$ cat config.mk
export PLATFORM = sky130hd
export DESIGN_NAME = dcp_port_power
export DESIGN_NICKNAME = d
export VERILOG_FILES = /design/src/verilog/dcp_pkg.sv /design/src/verilog/dcp_sync.sv /design/src/verilog/dcp_port_power.sv
export SDC_FILE = /design/constraint.sdc
export NUM_CORES = 1
export LEC_CHECK = 0
export ABC_CLOCK_PERIOD_IN_PS = 1800
export BUFFER_PORTS_ARGS = -buffer_cell sky130_fd_sc_hd__buf_2
export CORE_ASPECT_RATIO = 1.1
export CORE_MARGIN = 2
export CORE_UTILIZATION = 50
export DETAILED_ROUTE_END_ITERATION = 10
export PLACE_DENSITY_LB_ADDON = 0.08
export SYNTH_ARGS = -nofsm -noshare
export SYNTH_HDL_FRONTEND = slang
export SYNTH_HIERARCHICAL = 1
export SYNTH_SLANG_ARGS = --single-unit
$ cat constraint.sdc
create_clock -name sys_clk -period 1.8 [get_ports sys_clk]
set_input_delay 0.36 -clock sys_clk [delete_from_list [all_inputs] [get_ports sys_clk]]
set_output_delay 0.36 -clock sys_clk [all_outputs]
set_load 0.005 [all_outputs]
$ cat src/verilog/dcp_pkg.sv
// Constants and carrier types for downstream charge-port power control.
// Assumes a single 25 MHz core clock and a serial configuration loader.
package dcp_pkg;
   localparam int DCP_NUM_PORTS = 3;
   localparam logic [7:0] DCP_CHG_EN_ADDR = 8'hd0;
   localparam logic [7:0] DCP_CHG_DET_ADDR = 8'hd1;
   localparam logic [7:0] DCP_CHG_EN_RESET = 8'h00;
   localparam logic [7:0] DCP_CHG_DET_RESET = 8'h00;
   localparam int DCP_CHG_EN_LSB = 1;
   localparam int DCP_DET_VALID_BIT = 0;
   localparam int DCP_CLK_MHZ = 25;
   localparam int DCP_QUERY_ACK_NS = 80;
   localparam int DCP_QUERY_ACK_CYC = (DCP_QUERY_ACK_NS * DCP_CLK_MHZ + 999) / 1000;

   typedef struct packed {
      logic wr;
      logic rd;
      logic [7:0] addr;
      logic [7:0] wdata;
   } dcp_cfg_req_t;

   typedef enum logic [2:0] {
      DCP_ST_CONFIG = 3'b001,
      DCP_ST_CHARGE = 3'b010,
      DCP_ST_HUB = 3'b100
   } dcp_state_t;
endpackage : dcp_pkg

$ cat src/verilog/dcp_sync.sv
// Two-flop synchroniser for a vector of asynchronous pin levels.
// Assumes the inputs are quasi-static compared with the core clock.
`timescale 1ns/1ps
module dcp_sync #(
   parameter int WIDTH = 1
) (
   input wire logic sys_clk,
   input wire logic reset_n,
   input wire logic [WIDTH-1:0] async_in,
   input wire logic [WIDTH-1:0] reset_val,
   output logic [WIDTH-1:0] sync_out
);
   logic [WIDTH-1:0] meta_r;
   logic [WIDTH-1:0] sync_r;
   logic [WIDTH-1:0] meta_nxt;
   logic [WIDTH-1:0] sync_nxt;

   always_comb begin
      meta_nxt = async_in;
      sync_nxt = meta_r;
      if (!reset_n) begin
         meta_nxt = reset_val;
         sync_nxt = reset_val;
      end
   end

   always_ff @(posedge sys_clk) begin
      meta_r <= meta_nxt;
      sync_r <= sync_nxt;
   end

   assign sync_out = sync_r;
endmodule : dcp_sync

$ cat src/verilog/dcp_port_power.sv
// Downstream port power arbitration between charging logic and hub logic.
// Assumes a serial configuration loader on the core clock and hub-class
// port-power feature bits from the hub core; overcurrent pins are async.
`timescale 1ns/1ps
module dcp_port_power
   import dcp_pkg::*;
#(
   parameter int NUM_PORTS = DCP_NUM_PORTS
) (
   input wire logic sys_clk,
   input wire logic reset_n,
   input wire dcp_cfg_req_t cfg_req,
   input wire logic cfg_done,
   output logic [7:0] cfg_rdata,
   output logic cfg_rvalid,
   input wire logic hub_enumerated,
   input wire logic [NUM_PORTS-1:0] hub_port_power_feature,
   input wire logic [NUM_PORTS-1:0] hub_port_power,
   input wire logic [NUM_PORTS-1:0] overcurrent_sense_n,
   input wire logic [NUM_PORTS-1:0] charge_query,
   output logic [NUM_PORTS-1:0] charge_query_ack,
   input wire logic charger_detect_valid,
   output logic [NUM_PORTS-1:0] port_power_out,
   output logic [NUM_PORTS-1:0] port_power_reg,
   output logic [NUM_PORTS-1:0] charge_mode
);
   initial begin
      if (NUM_PORTS < 1 || NUM_PORTS > 7) begin
         $error("dcp_port_power: NUM_PORTS must be 1 to 7");
      end
   end

   // ----------------------------------------------------------------
   // Pin synchronisation
   // ----------------------------------------------------------------
   logic [NUM_PORTS-1:0] oc_n_sync;
   logic det_sync;

   dcp_sync #(.WIDTH(NUM_PORTS + 1)) u_sync (
      .sys_clk(sys_clk),
      .reset_n(reset_n),
      .async_in({charger_detect_valid, overcurrent_sense_n}),
      .reset_val({1'b0, {NUM_PORTS{1'b1}}}),
      .sync_out({det_sync, oc_n_sync})
   );

   function automatic logic [NUM_PORTS-1:0] ports_of(input logic [7:0] reg_val);
      ports_of = reg_val[DCP_CHG_EN_LSB +: NUM_PORTS];
   endfunction : ports_of

   // ----------------------------------------------------------------
   // Configuration registers and phase
   // ----------------------------------------------------------------
   dcp_state_t state_r, state_nxt;
   logic [7:0] chg_en_r, chg_en_nxt;
   logic [7:0] chg_det_r, chg_det_nxt;
   logic [7:0] rdata_r, rdata_nxt;
   logic rvalid_r, rvalid_nxt;
   logic [NUM_PORTS-1:0] mode_r, mode_nxt;

   always_comb begin
      state_nxt = state_r;
      chg_en_nxt = chg_en_r;
      chg_det_nxt = chg_det_r;
      mode_nxt = mode_r;
      rdata_nxt = rdata_r;
      rvalid_nxt = 1'b0;
      // Writes after configuration are stored but never change the role
      if (cfg_req.wr && cfg_req.addr == DCP_CHG_EN_ADDR) begin
         chg_en_nxt = cfg_req.wdata;
      end
      if (det_sync) begin
         chg_det_nxt[DCP_DET_VALID_BIT] = 1'b1;
      end else if (cfg_req.wr && cfg_req.addr == DCP_CHG_DET_ADDR) begin
         chg_det_nxt = DCP_CHG_DET_RESET;
      end
      if (cfg_req.rd) begin
         rvalid_nxt = 1'b1;
         unique case (cfg_req.addr)
            DCP_CHG_EN_ADDR: rdata_nxt = chg_en_r;
            DCP_CHG_DET_ADDR: rdata_nxt = chg_det_r;
            default: rdata_nxt = 8'h00;
         endcase
      end
      unique case (state_r)
         DCP_ST_CONFIG: begin
            if (cfg_done) begin
               mode_nxt = ports_of(chg_en_nxt);
               state_nxt = DCP_ST_CHARGE;
            end
         end
         DCP_ST_CHARGE: begin
            if (hub_enumerated) begin
               state_nxt = DCP_ST_HUB;
            end
         end
         DCP_ST_HUB: begin
            state_nxt = DCP_ST_HUB;
         end
         default: state_nxt = DCP_ST_CONFIG;
      endcase
   end

   always_ff @(posedge sys_clk) begin
      if (!reset_n) begin
         state_r <= DCP_ST_CONFIG;
         chg_en_r <= DCP_CHG_EN_RESET;
         chg_det_r <= DCP_CHG_DET_RESET;
         mode_r <= '0;
         rdata_r <= 8'h00;
         rvalid_r <= 1'b0;
      end else begin
         state_r <= state_nxt;
         chg_en_r <= chg_en_nxt;
         chg_det_r <= chg_det_nxt;
         mode_r <= mode_nxt;
         rdata_r <= rdata_nxt;
         rvalid_r <= rvalid_nxt;
      end
   end

   // ----------------------------------------------------------------
   // Per-port power arbitration
   // ----------------------------------------------------------------
   logic [NUM_PORTS-1:0] oc_latch_r, oc_latch_nxt;
   logic [NUM_PORTS-1:0] chg_pwr_r, chg_pwr_nxt;
   logic [NUM_PORTS-1:0] pwr_r, pwr_nxt;
   logic [NUM_PORTS-1:0] ack_r, ack_nxt;
   logic [2:0] ack_cnt_r [NUM_PORTS];
   logic [2:0] ack_cnt_nxt [NUM_PORTS];

   genvar gi;
   generate
      for (gi = 0; gi < NUM_PORTS; gi++) begin : g_port
         logic hub_owns;
         always_comb begin
            // Charging logic loses ownership once enumerated and feature set
            hub_owns = !mode_r[gi] || (state_r == DCP_ST_HUB && hub_port_power_feature[gi]);
            oc_latch_nxt[gi] = oc_latch_r[gi] | !oc_n_sync[gi];
            chg_pwr_nxt[gi] = chg_pwr_r[gi];
            if (state_r == DCP_ST_CONFIG && state_nxt == DCP_ST_CHARGE) begin
               chg_pwr_nxt[gi] = mode_nxt[gi];
            end
            if (oc_latch_nxt[gi]) begin
               chg_pwr_nxt[gi] = 1'b0;
            end
            if (hub_owns) begin
               pwr_nxt[gi] = hub_port_power[gi];
            end else begin
               pwr_nxt[gi] = chg_pwr_nxt[gi];
            end
            if (!oc_n_sync[gi] || (mode_r[gi] && oc_latch_nxt[gi] && !hub_owns)) begin
               pwr_nxt[gi] = 1'b0;
            end
            ack_cnt_nxt[gi] = ack_cnt_r[gi];
            ack_nxt[gi] = 1'b0;
            if (ack_cnt_r[gi] != 3'h0) begin
               ack_cnt_nxt[gi] = ack_cnt_r[gi] - 3'h1;
               ack_nxt[gi] = 1'b1;
            end else if (charge_query[gi] && mode_r[gi] && state_r != DCP_ST_CONFIG) begin
               ack_cnt_nxt[gi] = 3'(DCP_QUERY_ACK_CYC - 1);
               ack_nxt[gi] = 1'b1;
            end
         end

         always_ff @(posedge sys_clk) begin
            if (!reset_n) begin
               ack_cnt_r[gi] <= 3'h0;
            end else begin
               ack_cnt_r[gi] <= ack_cnt_nxt[gi];
            end
         end
      end
   endgenerate

   always_ff @(posedge sys_clk) begin
      if (!reset_n) begin
         oc_latch_r <= '0;
         chg_pwr_r <= '0;
         pwr_r <= '0;
         ack_r <= '0;
      end else begin
         oc_latch_r <= oc_latch_nxt;
         chg_pwr_r <= chg_pwr_nxt;
         pwr_r <= pwr_nxt;
         ack_r <= ack_nxt;
      end
   end

   assign port_power_out = pwr_r;
   assign port_power_reg = pwr_r;
   assign charge_mode = mode_r;
   assign charge_query_ack = ack_r;
   assign cfg_rdata = rdata_r;
   assign cfg_rvalid = rvalid_r;
endmodule : dcp_port_power

After elaboration in Yosys (flattened, before gate mapping)
Memory sizes are Yosys's and may differ from the RTL's.
Cells that the tools add are included.
{"block": "word_totals", "regBits": 44, "ramBits": 9, "input_bits": 35, "out_inout_bits": 21, "elab_cells": 109, "memories": 1}
{"block": "classes", "n_addsub": 3, "n_eq_ne": 7, "mux": 36, "n_bitwise": 7, "n_reduce_logical": 40}
{"name": "ack_cnt_r", "depth": 3, "word_bits": 3, "read_ports": 3, "rd_clocked_by_memory_dff": 0, "write_ports": 3, "line_no": "dcp_port_power.sv:129", "rtl": "logic [2:0] ack_cnt_r [NUM_PORTS];"}
{"op": "3-bit two-way mux", "count": 13}
{"op": "1-bit two-way mux", "count": 20}
{"op": "1-bit logical AND", "count": 18}
{"op": "8-bit equality test (second input constant)", "count": 2}
{"op": "8-bit one-hot mux with 2 select lines", "count": 1}
{"op": "1-bit zero test", "count": 9}
{"op": "3-bit one-hot mux with 3 select lines", "count": 1}
{"op": "3-bit nonzero test", "count": 3}
{"op": "3-bit by 1-bit subtractor with 3-bit output (second input constant)", "count": 3}
{"op": "3-bit by 2-bit equality test with 1-bit output (second input constant)", "count": 2}
{"op": "1-bit logical OR", "count": 6}
{"op": "1-bit OR", "count": 6}
{"op": "2-bit OR reduction", "count": 3}
{"op": "4-bit two-way mux", "count": 1}
{"op": "3-bit by 1-bit equality test with 1-bit output (second input constant)", "count": 1}
{"op": "3-bit equality test (second input constant)", "count": 1}
{"op": "3-bit by 1-bit != test with 1-bit output (second input constant)", "count": 1}
{"op": "2-bit nonzero test", "count": 1}
{"op": "1-bit inverter", "count": 1}

Longest topological paths before layout
Gate-level depths: netlist of the first run.
{"block": "logic_depth", "word_depth": 8, "mapped_depth": 6, "depth_no_buf": 6}

Cells and area by module
Netlist of the first run, hierarchy kept.
{"mod": "dcp_port_power", "instances": 1, "cells_each": 232, "area_each_um2": 2118.3, "seq_area_each_um2": 900.9}
{"mod": "dcp_sync", "instances": 1, "cells_each": 17, "area_each_um2": 291.5, "seq_area_each_um2": 160.2}

Worst setup path before layout of the first run
Ideal clock, no wire load.
{"block": "synth_timing", "path_kind": "in2reg", "startpoint": "input cfg_req[8] in the netlist's numbering", "endpoint": "register chg_pwr_r[1]", "setup_time_ns": 0.088, "arrival_time_ns": 1.419, "required_time_ns": 1.712, "slack_ns": 0.294, "stages": 5, "n_path_buf": 1, "path_cell_list": "clkbuf_1 > nand2b_1 > o311ai_2 > o21ai_1 > nor4_2"}
{"block": "synth_via", "elab_chain_cells": 7}
{"item": "from (decl)", "line_no": "dcp_port_power.sv:12", "rtl": "input wire dcp_cfg_req_t cfg_req,"}
{"item": "8-bit equality test", "line_no": "dcp_port_power.sv:69", "rtl": "if (cfg_req.wr && cfg_req.addr == DCP_CHG_EN_ADDR) begin"}
{"item": "1-bit logical AND", "line_no": "dcp_port_power.sv:69"}
{"item": "4-bit two-way mux", "line_no": "dcp_port_power.sv:69"}
{"item": "3-bit two-way mux", "line_no": "dcp_port_power.sv:87", "rtl": "if (cfg_done) begin"}
{"item": "3-bit two-way mux", "line_no": "dcp_port_power.sv:85", "rtl": "unique case (state_r)"}
{"item": "1-bit two-way mux", "line_no": "dcp_port_power.sv:141", "rtl": "if (state_r == DCP_ST_CONFIG && state_nxt == DCP_ST_CHARGE) begin"}
{"item": "1-bit two-way mux", "line_no": "dcp_port_power.sv:144", "rtl": "if (oc_latch_nxt[gi]) begin"}
{"item": "to (signal assigned)", "line_no": "dcp_port_power.sv:184", "rtl": "chg_pwr_r <= chg_pwr_nxt;"}
{"item": "to (decl)", "line_no": "dcp_port_power.sv:126", "rtl": "logic [NUM_PORTS-1:0] chg_pwr_r, chg_pwr_nxt;"}
No other way between the ends.
A chain may end at the register's enable or synchronous reset.

Worst setup path in the final report of the first run
{"block": "layout_timing", "startpoint": "register state_r[2]", "endpoint": "register mode_r[1], in the netlist charge_mode[1]"}
{"block": "layout_via", "elab_chain_cells": 2}
{"item": "from (decl)", "line_no": "dcp_port_power.sv:54", "rtl": "dcp_state_t state_r, state_nxt;"}
{"item": "from (signal assigned)", "line_no": "dcp_port_power.sv:113", "rtl": "state_r <= state_nxt;"}
{"item": "3-bit by 1-bit equality test with 1-bit output", "line_no": "dcp_port_power.sv:85"}
{"item": "3-bit two-way mux", "line_no": "dcp_port_power.sv:85"}
{"item": "to (signal assigned)", "line_no": "dcp_port_power.sv:116", "rtl": "mode_r <= mode_nxt;"}
{"item": "to (decl)", "line_no": "dcp_port_power.sv:59", "rtl": "logic [NUM_PORTS-1:0] mode_r, mode_nxt;"}
No other way between the ends.

==> metrics.md, run 1 <==
| Metric | Value |
|---|---|
| Clock transition at path regs | 0.09 ns |
| Top cell type's share of synthesized area | 44.0% |
| DR pass1 iterations | 6 |
| Dpl hpwl | ~3400 um |
| HP Class | primary input to flop |
| Die height | 76.8 um |
| EDFF count, synth | 0 |
| Fraction of layout cells with a size suffix above 1 | 30.2% |
| Avg Synthesized Cell Area | roughly 9.7 um2 |
| Netlist area before placement | 0.00241 mm2 |
| RSZ-0062 raised after global routing | false |
| Worst-path fanout max | 16 |
| Sink Count | 53 |
| Root Driver | clkbuf_8 |
| CTS tree | built |
| Post-CTS setup buffer count | 0 |
| DR DRC count | 0 |
| Max VDD drop | 0.000505 V |
| Fin crit share | between 90% and 100% |
| Setup TNS | 0 ns |
| Slowest-stage cell, CP | dfxtp_1 |
| Routing usage on met3 | 3.42% |
| Synth-to-Final Area Change | 18.0% |
| CP peak stage delay | 0.43 ns |
| Seq cells post-synth | 53 |
| CTS H-tree lvls | 2 |
| Largest net degree at the start of global routing | 19 |
| Status | completed |
| Routed WL per cell | 12.4 um |
| Nets | 351 |
| First-pass GRT wire length | between 7000 and 8000 um |
| Slew @ Worst Pin | roughly 0.5 ns |
| Synth Flop Type | dfxtp_1 |
| Worst-path cell chain | nor4bb_2 > buf_4 > nand4_1 > o21ai_1 > nor3_1 |
| Async set or reset register ratio after synthesis | 0% |
| Met1 Use GR | 23.7% |
| R2R Setup Slk | 0.16 ns |
| Core ar. | 0.00465 mm2 |
| Final ANT Viol Nets | 0 |
| Top cells by area, synth | dfxtp_1 44%, mux2i_1 6.2%, nor2_1 5.1% |
| Final worst path period need | 1.64 ns |
| Finish-stage setup viols | 0 |
| Fillers | 445 |
| Unique masters post-synth | 43 |
| DR vias/cell | 5.14 |
| Max-slew headroom | 67.1% |
| Max Fclk | a little over 0.6 GHz |
| Post-synthesis sequential area ratio | between 40% and 50% |
| DIE WIDTH | about 70 um |
| Die Area | about 0.0054 mm2 |
| Max clock buf depth | 2 |
| Total GRT Usage | between 10% and 20% |
| Ys Warns | 6 |
| Pleak | 1.29 nW |
| GR Util met2 | 29.5% |
| CP arrival | 1.82 ns |
| # rows | 26 |
| Final RePlAce weighted congestion | 0.799 |
| Final Hold Viols | 0 |
| Port buffer count | 55 |
| Max Cap Viol | 0 |
| Post-Syn Instances | 249 |
| Initial Utilization | about 52% |
| Resize count post-CTS | 0 |
| CP required | 1.97 ns |
| Startpoint Class | flop |
| Via count | 1886 |
| Top Ports | 56 |
| Placed cell area | ~0.0028 mm2 |
| Total CTS buffers | 5 |
| Worst Skew | roughly 0.012 ns |
| Clk_lat worst skew | 0.30 ns |
| CP endpoint kind | flop |
| Synth area leader | dfxtp_1 |
| Detailed Route Iter0 Violations | 92 |
| Final instance area | 0.00284 mm2 |
| Vias in the first global route | 1814 |
| GR peak layer | met2 |
| Crit-path leading delay family | simple AND/OR/NAND/NOR gates |
| Total wire length | about 4500 um |
| Antenna cells | 0 |
| Crit Path Category | flop to flop |
| Fin. max-slew vios | 0 |
| Initial antenna violation count | 0 |
| Power per cell area | 788 mW/mm2 |
| Overflow after GRT | 0 |
| Buffers plus inverters on the worst setup path | 1 |
| Hold Buf Count CTS | 0 |
-- cell usage after synthesis (2+ instances only) --
library cell and instances:
nor4bb_1 2, buf_4 3, buf_2 4, nand4_1 6, nor3b_2 2, clkbuf_1 6
o311ai_2 3, nand2b_1 6, o21a_1 3, nor4_1 2, inv_1 10, and3b_1 3
nor2_1 33, nand2_1 13, nor3b_1 3, conb_1 2, a21oi_1 12, or4_1 2
a32oi_1 3, dfxtp_1 53, mux2i_1 15, ha_1 6, and2_1 5, mux2_4 8
or2_2 2, nor3_1 5, o221a_2 3, nor2b_1 10, o21ai_1 3, o21ai_0 8
-- per-layer routing --
metal / wire length, um / vias up / share of wire (%)
li1: - / 972 / -
met1: 2180 / 873 / 48
met2: 2130 / 36 / 47
met3: 173 / 5 / 3.8
met4: 59 / 0 / 1.3
met5: 0 / - / 0
-- stage by stage --
step	cells	total power [W]	utilization (%)	hold slack [ns]	worst slack (ns)
4_1_cts	367	0.00227	61.1	0.271	0.160
3_5_place_dp	359	0.00163	59.3	0.440	0.0671
3_3_place_gp	359	0.00163	59.3	0.426	0.109
2_1_floorplan	255	0.00152	-	0.413	0.294
6_report	367	0.00224	61.1	0.278	0.157
5_1_grt	367	0.00237	61.1	0.261	0.0227
-- cells by family after synthesis --
group	after synthesis	share of synthesized area (%)
other cells	2	0.312
buf+inv	25	4.88
flops	53	44.0
compound gates	38	11.2
mux	24	11.7
fa+ha+maj	6	3.12
simple gates	101	24.8
-- final cells by class --
cell class	count	area (um2)	area share, %
clock buffers	6	72.6	2.55
clock inverters	2	10.0	0.352
inverters	11	41.3	1.45
multi-input cells	177	1260	44.3
flip-flops and latches	53	1060	37.3
well taps	56	70.1	2.46
repair buffers	62	328	11.5
-- final timing paths --
check | start | endpoint | cells past startpoint
worst min-delay path | charger_detect_valid | u_sync/meta_r[3] | 2
worst max-delay path | state_r[2] | charge_mode[1] | 5
worst max register to register | state_r[2] | charge_mode[1] | 5
worst min register to register | u_sync/sync_out[3] | chg_det_r[0] | 2
-- flip-flops by register name (all words and copies together), names as in the netlist, 4 cells and up --
| register | count |
|---|---|
| ack_cnt_r | 9 |
| cfg_rdata | 8 |
| chg_en_r | 8 |
| u_sync/meta_r | 4 |
| u_sync/sync_out | 4 |
-- layout by cell type (no fill, tap or decap), drive strengths merged, types with 5 or more instances in the layout --
master  count
a21oi      12
and2        5
buf        62
clkbuf      6
conb        8
dfxtp      53
ha          6
inv        10
mux2        9
mux2i      15
nand2      13
nand2b      6
nand4       6
nor2       33
nor2b      10
nor3        5
nor3b       5
o21ai      11
-- power breakdown --
group          total [W]  leakage, nW  internal, W  switching, W
registers        0.00127        0.434      0.00123     0.0000392
logic           0.000332        0.815     0.000168      0.000164
clock network   0.000638       0.0450     0.000270      0.000368
No activity file was read; power rests on OpenSTA's default activity.
==> run 2: changes to the inputs <==
--- a/config.mk
+++ b/config.mk
@@ -7,9 +7,11 @@
 export LEC_CHECK = 0
 export ABC_CLOCK_PERIOD_IN_PS = 1800
 export BUFFER_PORTS_ARGS = -buffer_cell sky130_fd_sc_hd__buf_2
+export CELL_PAD_IN_SITES_DETAIL_PLACEMENT = 1
+export CELL_PAD_IN_SITES_GLOBAL_PLACEMENT = 2
 export CORE_ASPECT_RATIO = 1.1
 export CORE_MARGIN = 2
-export CORE_UTILIZATION = 50
+export CORE_UTILIZATION = 32
 export DETAILED_ROUTE_END_ITERATION = 10
 export PLACE_DENSITY_LB_ADDON = 0.08
 export SYNTH_ARGS = -nofsm -noshare
==> metrics.md, run 2 (same netlist as run 1, synthesis figures left out) <==
| Metric | Value |
|---|---|
| Status | completed |
| CP peak stage delay | 0.44 ns |
| CP endpoint kind | flop |
| Top Ports | 56 |
| CTS tree | built |
| Worst Skew | 0.0173 ns |
| Reg2reg start | state_r[0] |
| Antenna cells | 0 |
| Total GRT Usage | 13.7% |
| DIE WIDTH | 86.7 um |
| Via count | slightly below 2000 |
| CTS H-tree lvls | 2 |
| Final ANT Viol Nets | 0 |
| Combinational power share | 15.3% |
| P_sw | 0.000651 W |
| Fillers | 883 |
| RSZ-0062 raised after global routing | false |
| Pleak | 1.33 nW |
| Fin util | 39.9% |
| Finish-stage setup viols | 0 |
| Nets | 355 |
| DR pass1 iterations | 4 |
| Area of the multi-input gates | around 0.0013 mm2 |
| Overflow after GRT | 0 |
| Dpl hpwl | 4100 um |
| Sink Count | 53 |
| Final RePlAce weighted congestion | a little over 0.7 |
| DR vias/cell | 4.86 |
| Switching share of power | about 28% |
| # rows | 33 |
| Resize count post-CTS | 0 |
| Fin. max-slew vios | 0 |
| Total wire length | 5390 um |
| Crit Path Category | flop to flop |
| Hold_sp | overcurrent_sense_n[2] |
| Detailed Route Iter0 Violations | 76 |
| Commonest non-fill, non-tap cells in the layout | 55 x buf_2, 53 x dfxtp_1, 33 x nor2_1 |
| Max clock buf depth | 2 |
| Worst-path fanout max | 16 |
| Initial antenna violation count | 0 |
| R2R Setup Slk | 0.17 ns |
| Setup TNS | 0 ns |
| Worst hold stages | 2 |
| Flop pwr share | a little over half |
| Routed WL per cell | 13.4 um |
| Crit-path leading delay family | simple AND/OR/NAND/NOR gates |
| Buffers plus inverters on the worst setup path | 1 |
| Power per cell area | ~800 mW/mm2 |
| Fraction of layout cells with a size suffix above 1 | 31.4% |
| Max Fclk | 0.612 GHz |
| Commonest non-fill, non-tap cell in the layout | buf_2 |
| Post-CTS setup buffer count | 0 |
| Total CTS buffers | 5 |
| R2R Path End | charge_mode[1] |
| Final Hold Viols | 0 |
| Slowest-stage cell, CP | dfxtp_1 |
| Worst Hold End | u_sync/meta_r[2] |
| Final instance area | 0.00295 mm2 |
| DR DRC count | 0 |
| Placed cell area | 0.00285 mm2 |
| HP Class | primary input to flop |
| Hold Buf Count CTS | 0 |
| Final worst path period need | 1.63 ns |
| Initial Utilization | 32.6% |
| Core ar. | 0.00739 mm2 |
| Max Cap Viol | 0 |
| Vias in the first global route | around 1800 |
| Die height | 95.0 um |
| Die Area | 0.00824 mm2 |
| Clock power frac | 30.7% |
| Max VDD drop | 0.000382 V |
| Startpoint Class | flop |
| Max reg flops | 9 |
| Synth-to-Final Area Change | 22.4% |
| CP arrival | 1.83 ns |
| P_int | 0.00170 W |
| R2R depth | 5 |
| FF/Latch Area | 0.00106 mm2 |
| Clk_lat worst skew | around 0.32 ns |
| First-pass GRT wire length | 8700 um |
| CP required | roughly 2 ns |
| Top reg by flops | ack_cnt_r |
| Fin crit share | between 90% and 100% |
| Root Driver | clkbuf_8 |
| Worst-path cell chain | nor4bb_2 > buf_12 > nand4_1 > o21ai_1 > nor3_1 |
| Final hold slack | 0.262 ns |
| Clock transition at path regs | 0.11 ns |
| Port buffer count | 55 |
| Largest net degree at the start of global routing | 36 |
run 2: power groups by stage:
stage | clock network (W) | registers [W] | logic [W]
CTS | 0.000750 | 0.00127 | 0.000368
floorplan | 0 | 0.00129 | 0.000231
finish | 0.000723 | 0.00127 | 0.000361
global placement | 0 | 0.00130 | 0.000365
detailed placement | 0 | 0.00130 | 0.000367
global route | 0.000795 | 0.00128 | 0.000411
run 2: per-layer routing:
metal | track usage [%] | up-vias | routed length (um)
met1 | 18.6 | 926 | 2550
met3 | 3.38 | 6 | 293
li1 | - | 977 | -
met2 | 21.5 | 44 | 2480
met5 | 0 | - | 0
met4 | 4.30 | 0 | 72
run 2: stage by stage:
stage,total power (W),setup slack (ns),instances
5_1_grt,0.00248,0.00708,402
6_report,0.00235,0.167,402
3_3_place_gp,0.00166,0.103,394
2_1_floorplan,0.00152,0.294,255
3_5_place_dp,0.00166,0.0797,394
4_1_cts,0.00239,0.144,402
run 2: worst register-to-register path: cells and delay by family, from the launching register on:
| kind | cells | cell delay, ns |
|---|---|---|
| buf+inv | 1 | 0.20 |
| simple gates | 3 | 0.64 |
| flops | 1 | 0.44 |
| compound gates | 1 | 0.25 |
run 2: final cells by class:
type                            instances  share of cell area (%)
Sequential cell                        53                    36.0
Clock buffer                            5                    2.33
Tap cell                               87                    3.69
Timing Repair Buffer                   66                    13.0
Multi-Input combinational cell        177                    42.7
Clock inverter                          3                   0.891
Inverter                               11                    1.40
run 2: worst max path at each step:
stage | start | to | cells past startpoint
4_1_cts | state_r[0] | charge_mode[1] | 5
3_5_place_dp | cfg_req[9] | chg_pwr_r[1] | 5
2_1_floorplan | cfg_req[8] | chg_pwr_r[1] | 5
5_1_grt | state_r[0] | ack_cnt_r[0][1] | 4
6_report | state_r[0] | charge_mode[1] | 5
3_3_place_gp | cfg_req[9] | chg_pwr_r[1] | 5
